File: src/core/grc_map.svh
// timing and code constants of the gigabit repeater core
`ifndef GRC_MAP_SVH
`define GRC_MAP_SVH
`define GRC_BT_PER_CYCLE 8
`define GRC_SOP_SOJ_MAX_BT 976
`define GRC_SOP_VAR_MAX_BT 16
`define GRC_PRE_VAR_MAX_BT 8
`define GRC_PIPE_CYCLES 2
`define GRC_SOP_SOJ_MAX_CYC (`GRC_SOP_SOJ_MAX_BT / `GRC_BT_PER_CYCLE)
`define GRC_JAM_OCTET 8'h55
`define GRC_ERR_OCTET 8'h0f
`define GRC_IDLE_OCTET 8'h00
`endif

File: src/core/grc_pkg.sv
// types of the gigabit repeater core
package grc_pkg;
    typedef struct packed {
        logic [7:0] rxd;
        logic rx_dv;
        logic rx_er;
        logic crs;
    } grc_rx_type;

    typedef struct packed {
        logic [7:0] txd;
        logic tx_en;
        logic tx_er;
    } grc_tx_type;

    typedef enum logic [1:0] {
        GRC_IDLE = 2'b00,
        GRC_FWD = 2'b01,
        GRC_JAM = 2'b11
    } grc_mode_type;
endpackage

File: src/core/grc_core.sv
// multi-port 1000 Mb/s half-duplex repeater core
// Functional notes
// - a frame from one port goes out of every other port and never back out of its own.
// - a received code violation goes to every transmitting port as an explicit error code-group.
// - after a code violation the rest of that packet is sent as error code elements on every other port.
// - every receive event on any port is detected, whatever its kind.
// - every received signal is repeated, well-formed frame or not.
// - the sent preamble differs from the received one by at most 8 bit times.
// - start_of_packet_delay plus start_of_jam_delay stays within 976 bit times.
// - start_of_packet_delay varies by at most 16 bit times between packets.
// - activity on more than one port at once is a collision.
// - jam goes out on all ports for as long as the collision lasts.
// - end_of_jam_delay is no greater than start_of_packet_delay.
`timescale 1ns/1ps
`include "grc_map.svh"
module grc_core
    import grc_pkg::*;
#(
    parameter int NPORTS = 4
) (
    input wire logic mclk_i,
    input wire logic rst_b_i,
    input wire grc_rx_type [NPORTS-1:0] rx_i,
    output grc_tx_type [NPORTS-1:0] tx_o,
    output logic collision_o,
    output logic [NPORTS-1:0] active_o
);
    localparam int IW = $clog2(NPORTS);
    localparam int SOP_CYC = `GRC_PIPE_CYCLES;
    localparam int SOJ_CYC = `GRC_PIPE_CYCLES;
    localparam int SOP_BT = SOP_CYC * `GRC_BT_PER_CYCLE;
    localparam int SOJ_BT = SOJ_CYC * `GRC_BT_PER_CYCLE;
    // fixed two-cycle pipeline keeps both delays far below the combined budget
    localparam int BUDGET_BT = SOP_BT + SOJ_BT;

    grc_rx_type [NPORTS-1:0] rx_q;
    logic [NPORTS-1:0] act_q;
    logic any_act;
    logic multi_act;
    logic [IW-1:0] src;
    logic [IW-1:0] src_q;
    grc_rx_type sel_rx;
    logic single_act;
    logic err_latch;
    logic next_err_latch;
    logic err_now;
    grc_mode_type mode;
    grc_mode_type next_mode;
    grc_tx_type [NPORTS-1:0] next_tx;

    genvar gp;
    generate
        for (gp = 0; gp < NPORTS; gp++) begin : g_port
            // relies on the PHY not reflecting our transmit as carrier
            grc_port_rx u_rx (
                .mclk_i(mclk_i),
                .rst_b_i(rst_b_i),
                .rx_i(rx_i[gp]),
                .rx_q_o(rx_q[gp]),
                .active_o(act_q[gp])
            );
        end
    endgenerate

    grc_arbiter #(
        .NPORTS(NPORTS),
        .IW(IW)
    ) u_arb (
        .active_i(act_q),
        .any_o(any_act),
        .multi_o(multi_act),
        .src_o(src)
    );

    assign sel_rx = rx_q[src];
    assign single_act = any_act & ~multi_act;
    // error marking: a violation now or earlier in this packet
    assign err_now = sel_rx.rx_dv & (sel_rx.rx_er | err_latch);

    // held until the packet ends; a collision also spoils what follows
    assign next_err_latch = multi_act | (single_act & sel_rx.rx_dv & (err_latch | sel_rx.rx_er));

    always_comb begin
        if (multi_act) begin
            next_mode = GRC_JAM;
        end else if (any_act) begin
            next_mode = GRC_FWD;
        end else begin
            next_mode = GRC_IDLE;
        end
    end

    always_comb begin
        for (int p = 0; p < NPORTS; p++) begin
            next_tx[p] = '{txd: `GRC_IDLE_OCTET, tx_en: 1'b0, tx_er: 1'b0};
            unique case (next_mode)
                GRC_JAM: begin
                    next_tx[p] = '{txd: `GRC_JAM_OCTET, tx_en: 1'b1, tx_er: 1'b0};
                end
                GRC_FWD: begin
                    if (IW'(p) != src) begin
                        // octets copied one for one, preamble included
                        next_tx[p].txd = err_now ? `GRC_ERR_OCTET : sel_rx.rxd;
                        next_tx[p].tx_en = sel_rx.rx_dv;
                        next_tx[p].tx_er = sel_rx.rx_er | err_now;
                    end
                end
                GRC_IDLE: begin
                end
                default: begin
                end
            endcase
        end
    end

    // same latency for every packet and for jam
    always_ff @(posedge mclk_i or negedge rst_b_i) begin
        if (!rst_b_i) begin
            tx_o <= '0;
        end else begin
            tx_o <= next_tx;
        end
    end

    always_ff @(posedge mclk_i or negedge rst_b_i) begin
        if (!rst_b_i) begin
            mode <= GRC_IDLE;
            collision_o <= 1'b0;
        end else begin
            mode <= next_mode;
            collision_o <= multi_act;
        end
    end

    always_ff @(posedge mclk_i or negedge rst_b_i) begin
        if (!rst_b_i) begin
            err_latch <= 1'b0;
        end else begin
            err_latch <= next_err_latch;
        end
    end

    always_ff @(posedge mclk_i or negedge rst_b_i) begin
        if (!rst_b_i) begin
            src_q <= '0;
        end else begin
            src_q <= src;
        end
    end

    always_ff @(posedge mclk_i or negedge rst_b_i) begin
        if (!rst_b_i) begin
            active_o <= '0;
        end else begin
            active_o <= act_q;
        end
    end

    // checking helpers
    logic [IW-1:0] dst;
    logic [IW-1:0] dst_q;
    logic [NPORTS-1:0] jam_ok;
    logic [NPORTS-1:0] rx_evt_in;
    logic any_in;

    assign dst = (src == '0) ? IW'(1) : '0;
    always_ff @(posedge mclk_i or negedge rst_b_i) begin
        if (!rst_b_i) begin
            dst_q <= '0;
        end else begin
            dst_q <= dst;
        end
    end

    always_comb begin
        for (int p = 0; p < NPORTS; p++) begin
            jam_ok[p] = tx_o[p].tx_en & (tx_o[p].txd == `GRC_JAM_OCTET) & ~tx_o[p].tx_er;
            rx_evt_in[p] = rx_i[p].crs | rx_i[p].rx_dv | rx_i[p].rx_er;
        end
    end
    assign any_in = |rx_evt_in;
endmodule // grc_core

File: src/core/grc_port_rx.sv
// one port's receive register and event detect
`timescale 1ns/1ps
module grc_port_rx
    import grc_pkg::*;
(
    input wire logic mclk_i,
    input wire logic rst_b_i,
    input wire grc_rx_type rx_i,
    output grc_rx_type rx_q_o,
    output logic active_o
);
    always_ff @(posedge mclk_i or negedge rst_b_i) begin
        if (!rst_b_i) begin
            rx_q_o <= '0;
            active_o <= 1'b0;
        end else begin
            rx_q_o <= rx_i;
            // any carrier, data or error counts, whatever its kind
            active_o <= rx_i.crs | rx_i.rx_dv | rx_i.rx_er;
        end
    end
endmodule // grc_port_rx

File: src/core/grc_arbiter.sv
// finds the receiving port and flags more than one
`timescale 1ns/1ps
module grc_arbiter #(
    parameter int NPORTS = 4,
    parameter int IW = $clog2(NPORTS)
) (
    input wire logic [NPORTS-1:0] active_i,
    output logic any_o,
    output logic multi_o,
    output logic [IW-1:0] src_o
);
    always_comb begin
        any_o = 1'b0;
        multi_o = 1'b0;
        src_o = '0;
        for (int p = 0; p < NPORTS; p++) begin
            if (active_i[p]) begin
                if (any_o) begin
                    multi_o = 1'b1;
                end
                any_o = 1'b1;
                src_o = IW'(p);
            end
        end
    end
endmodule // grc_arbiter

File: config.mk
export PLATFORM = sky130hd
export DESIGN_NAME = grc_core
export DESIGN_NICKNAME = d
export VERILOG_FILES = /design/src/core/grc_pkg.sv /design/src/core/grc_core.sv /design/src/core/grc_port_rx.sv /design/src/core/grc_arbiter.sv
export VERILOG_INCLUDE_DIRS = /design/src /design/src/core
export SDC_FILE = /design/constraint.sdc
export NUM_CORES = 1
export LEC_CHECK = 0
export ABC_AREA = 0
export ABC_CLOCK_PERIOD_IN_PS = 2300
export BUFFER_PORTS_ARGS = -buffer_cell sky130_fd_sc_hd__buf_2
export CAP_MARGIN = 20
export CORE_ASPECT_RATIO = 1.5
export CORE_MARGIN = 4
export CORE_UTILIZATION = 43
export CTS_BUF_LIST = sky130_fd_sc_hd__clkbuf_16
export DETAILED_ROUTE_END_ITERATION = 8
export PLACE_DENSITY_LB_ADDON = 0.08
export RECOVER_POWER = 50
export REMOVE_ABC_BUFFERS = 1
export SETUP_SLACK_MARGIN = 0.1
export SYNTH_ARGS = -nofsm -noshare
export SYNTH_HDL_FRONTEND = slang
export SYNTH_HIERARCHICAL = 1
export SYNTH_SLANG_ARGS = --single-unit
File: constraint.sdc
create_clock -name mclk_i -period 2.3 [get_ports mclk_i]
set_input_delay 0.46 -clock mclk_i [delete_from_list [all_inputs] [get_ports mclk_i]]
set_output_delay 0.46 -clock mclk_i [all_outputs]
set_load 0.05 [all_outputs]
==> results of run 1 <==
where the power goes:
part / switching, mW / internal (mW) / total (mW) / leakage [nW]
Sequential: 0.0145 / 1.63 / 1.64 / 1.01
Combinational: 0.105 / 0.0707 / 0.176 / 0.705
Clock: 0.542 / 1.16 / 1.70 / 0.173
Total: 0.661 / 2.86 / 3.52 / 1.89
worst paths after layout:
check / end / start / depth (start not counted) / slack [ns]
setup reg to reg: tx_o[28] / g_port[3].u_rx/active_o / 6 / 0.32
hold / removal: g_port[2].u_rx/rx_q_o[10] / rx_i[32] / 1 / 0.23
min in group asynchronous: g_port[3].u_rx/rx_q_o[10] / rst_b_i / 1 / 0.30
hold reg to reg: active_o[0] / g_port[0].u_rx/active_o / 0 / 0.43
max in group asynchronous: g_port[0].u_rx/rx_q_o[9] / rst_b_i / 2 / 1.23
setup / recovery: tx_o[28] / g_port[3].u_rx/active_o / 6 / 0.32
routing by layer:
layer	wire, um	track usage	vias up
li1	-	-	895
met1	2238	0.1707	914
met2	2957	0.2424	68
met3	335	0.03933	13
met4	155	0.07363	0
met5	0	0	-
critical path, stage by stage, from the launching register on:
cell	delay, ns
dfrtp_1	0.40
or2_1	0.16
buf_4	0.28
mux2_2	0.40
o221ai_2	0.18
buf_4	0.28
a41o_1	0.20
state kept, by name (all words and copies together) (netlist names):
name	cells
g_port.u_rx/rx_q_o	40
tx_o	40
collision_o	1
err_latch	1
g_port.u_rx/active_o	4
active_o	4
metrics by stage:
step / util / TNS [ns] / setup slack, ns / cells
global placement: 0.5252 / 0 / 0.3609 / 362
global route: 0.5762 / 0 / 0.1729 / 377
detailed placement: 0.5252 / 0 / 0.3289 / 362
floorplan: - / -0.2182 / -0.04674 / 187
finish: 0.5762 / 0 / 0.3238 / 377
CTS: 0.5766 / 0 / 0.3204 / 377
area by class of cell:
class / instances / area (um2)
Tap cell: 78 / 97.59
Inverter: 1 / 3.754
Fill cell: 561 / 2943
Timing Repair Buffer: 97 / 515.5
Clock inverter: 6 / 131.4
Sequential cell: 90 / 2252
Clock buffer: 9 / 225.2
Multi-Input combinational cell: 96 / 775.7
==> flow_metrics.tcl, run 1 <==
set metrics [dict create \
    outcome "completed" \
    rsz0062_at_grt "no" \
    hpwl_um 4167 \
    path_clk_slew_ns 0.06 \
    holdWs_ns 0.2338 \
    fin_crit_sh 0.8592 \
    h-tree-depth 3 \
    grt.overflow.total 0 \
    antennaDiodeCount 0 \
    firstDrtPassIters 4 \
    crit_required_ns 2.57 \
    wl_per_cell_um 15.08 \
    hold_viol 0 \
    netlist_area_mm2 0.003103 \
    clock_skew_ns 0.004520 \
    endpoint_kind "flop" \
    io-pin-count 91 \
    cp.arrival_ns 2.24 \
    drtAntennaViolNets 0 \
    period_needed_ns 1.976 \
    p_leak_nw 1.893 \
    design.core.area_mm2 0.006944 \
    rows 37 \
    power_mw 3.519 \
    maxCapViolations 0 \
    worst_setup_path_start_kind "flop" \
    dr_total_vias 1890 \
    antenna_found_initial 0 \
    drt_iter0_drc 80 \
    die_area_mm2 0.008667 \
    tightest_slew_ns 1.025 \
    cts_hold_buf 0 \
    cts_sinks 90 \
    worst_ir_drop_vdd_v 0.0005789 \
    ctsResizeCount 0 \
    grt_start_max_net_pins 49 \
    finalSetupViolations 0 \
    cp_max_fo 24 \
    slew_violations 0 \
    io_buffers 90 \
    insertion_delay_ns 0.33 \
    final_area_mm2 0.004001 \
    drc 0 \
    grt_pass1_vias 2000 \
    path_class "reg -> reg" \
    area_delta_synth_final_pct 28.95 \
    nNetsFinal 341 \
    die_h_um 112.0 \
    clock_path_buffers 2 \
    cts_made_buffers 9 \
    final_common_cell "dfrtp_1" \
    synthCells 198 \
    hp-class "in -> reg" \
    via_per_inst 5.013 \
    drive_gt1_frac 0.4114 \
    die_w_um 77.36 \
    cts-root-buf "clkbuf_16" \
    drt-total-wl_um 5686 \
    placed_area_mm2 0.003647 \
    routabilityCongestion 0.7240 \
    layout_common_cells "dfrtp_1 (90), buf_2 (89), a21oi_1 (19)" \
    grt_pass1_wl_um 9584 \
    cts_tree "yes" \
    yosysWarnings 6 \
    power_density_mw_per_mm2 879.5 \
    syn_avg_cell_area_um2 15.67 \
    fmax_mhz 506.0 \
    cts_setup_buffers 0 \
    relSlewSlack 0.3165 \
    floorplan.initialDensity 0.4468 \
    grt.total_usage 0.1449 \
]
Power figures use the tool's default switching activity.
==> run 2: changes to the inputs <==
REMOVE_ABC_BUFFERS = unset   (was 1)
==> flow_metrics.tcl, run 2 (synthesis gave the netlist of run 1 again) <==
set metrics [dict create \
    fillers 587 \
    io-pin-count 91 \
    cts_hold_buf 0 \
    hp-start "rx_i[5]" \
    final_area_mm2 0.003926 \
    cts_setup_buffers 0 \
    worst_setup_path_start_kind "flop" \
    drt-total-wl_um 5823 \
    drive_gt1_frac 0.4040 \
    cts_tree "yes" \
    firstDrtPassIters 4 \
    period_needed_ns 2.016 \
    hpwl_um 4284 \
    design.core.area_mm2 0.006944 \
    p_leak_nw 1.870 \
    grt_pass1_vias 1960 \
    reg2reg_depth 6 \
    slew_violations 0 \
    rsz0062_at_grt "no" \
    area_delta_synth_final_pct 26.53 \
    min_path_cells 1 \
    grt_start_max_net_pins 42 \
    startpoint "g_port[3].u_rx/active_o" \
    floorplan.initialDensity 0.4468 \
    io_buffers 90 \
    dr_total_vias 1886 \
    fin_crit_sh 0.8766 \
    grt.total_usage 0.1477 \
    final_common_cell "dfrtp_1" \
    h-tree-depth 3 \
    finalSetupViolations 0 \
    antennaDiodeCount 0 \
    rows 37 \
    fmax_mhz 496.0 \
    holdPathEnd "g_port[0].u_rx/rx_q_o[5]" \
    endpoint_kind "flop" \
    fin_tns_setup_ns 0 \
    die_area_mm2 0.008667 \
    layout_common_cells "dfrtp_1 (90), buf_2 (86), a21oi_1 (18)" \
    outcome "completed" \
    hold_viol 0 \
    nNetsFinal 343 \
    via_per_inst 4.963 \
    path_class "reg -> reg" \
    syn_nets 244 \
    tightest_slew_ns 0.9494 \
    die_h_um 112.0 \
    cp.arrival_ns 2.23 \
    die_w_um 77.36 \
    cts_sinks 90 \
    drt_iter0_drc 62 \
    cp_max_fo 24 \
    clock_skew_ns 0.004948 \
    maxCapViolations 0 \
    cts_made_buffers 9 \
    path_clk_slew_ns 0.06 \
    grt_pass1_wl_um 9735 \
    grt.overflow.total 0 \
    power_density_mw_per_mm2 806.3 \
    routabilityCongestion 0.7489 \
    rrSetupSlack_ns 0.28 \
    rr_startpoint "g_port[3].u_rx/active_o" \
    drc 0 \
    cts-root-buf "clkbuf_16" \
    hp-class "in -> reg" \
    placed_area_mm2 0.003662 \
    wl_per_cell_um 15.32 \
    top_regs "g_port.u_rx/rx_q_o (40), tx_o (40)" \
    crit_required_ns 2.52 \
    worst_ir_drop_vdd_v 0.0003880 \
    relSlewSlack 0.3670 \
    drtAntennaViolNets 0 \
    antenna_found_initial 0 \
    insertion_delay_ns 0.33 \
    clock_path_buffers 2 \
    rr_endpoint "tx_o[36]" \
]
run 2: changes by cell type in the layout (fill, tap and decap cells not counted), sizes merged:
cell / change
inv: +3
buf: -2
clkbuf: +4
bufinv: -3
clkinv: +2
clkinvlp: -1
run 2: worst max path at each step:
stage	cells past startpoint	end	slack (ns)
6_report	6	tx_o[36]	0.28
4_1_cts	6	tx_o[28]	0.21
2_1_floorplan	7	tx_o[5]	0.51
3_5_place_dp	6	tx_o[20]	0.25
3_3_place_gp	5	tx_o[36]	0.30
5_1_grt	6	tx_o[28]	0.10
run 2: cell type report:
type | count | area, um2 | area share
multi-input cells | 96 | 780.7 | 0.1989
clock inverters | 7 | 55.05 | 0.01402
inverters | 1 | 3.754 | 0.0009560
repair buffers | 99 | 511.7 | 0.1303
clock buffers | 9 | 225.2 | 0.05736
flip-flops and latches | 90 | 2252 | 0.5736
well taps | 78 | 97.59 | 0.02486
run 2: power by group:
group / switching, mW / total (mW) / internal (mW) / leakage (nW)
logic: 0.108 / 0.176 / 0.0688 / 0.701
clock network: 0.527 / 1.35 / 0.820 / 0.154
registers: 0.0146 / 1.64 / 1.63 / 1.01
run 2: repair_timing:
item                       CTS  global route
gates resized for setup      0             2
hold endpoints to repair     0             0
setup endpoints to repair    0            11
run 2: worst max-delay path, cell delays in order (launching register included):
cell      delay, ns
dfrtp_1        0.41
or2_1          0.34
buf_4          0.21
mux4_2         0.34
o221ai_2       0.11
buf_4          0.22
a31o_2         0.25
run 2: stage by stage:
stage	hold slack (ns)	power, mW	std cells	setup WS [ns]	util
after floorplan	0.1644	1.760	198	0.5114	-
after global placement	0.4169	1.853	364	0.3006	0.5274
after detailed placement	0.4230	1.856	364	0.2511	0.5274
after CTS	0.1150	3.213	380	0.2103	0.5677
after global routing	0.2230	3.289	380	0.1040	0.5654
final	0.2326	3.166	380	0.2839	0.5654
run 2: metal layers:
layer / part of all wire / GRT usage
met2: 0.51 / 0.2349
met5: 0 / 0
met4: 0.018 / 0.07126
met1: 0.41 / 0.1868
met3: 0.061 / 0.04093
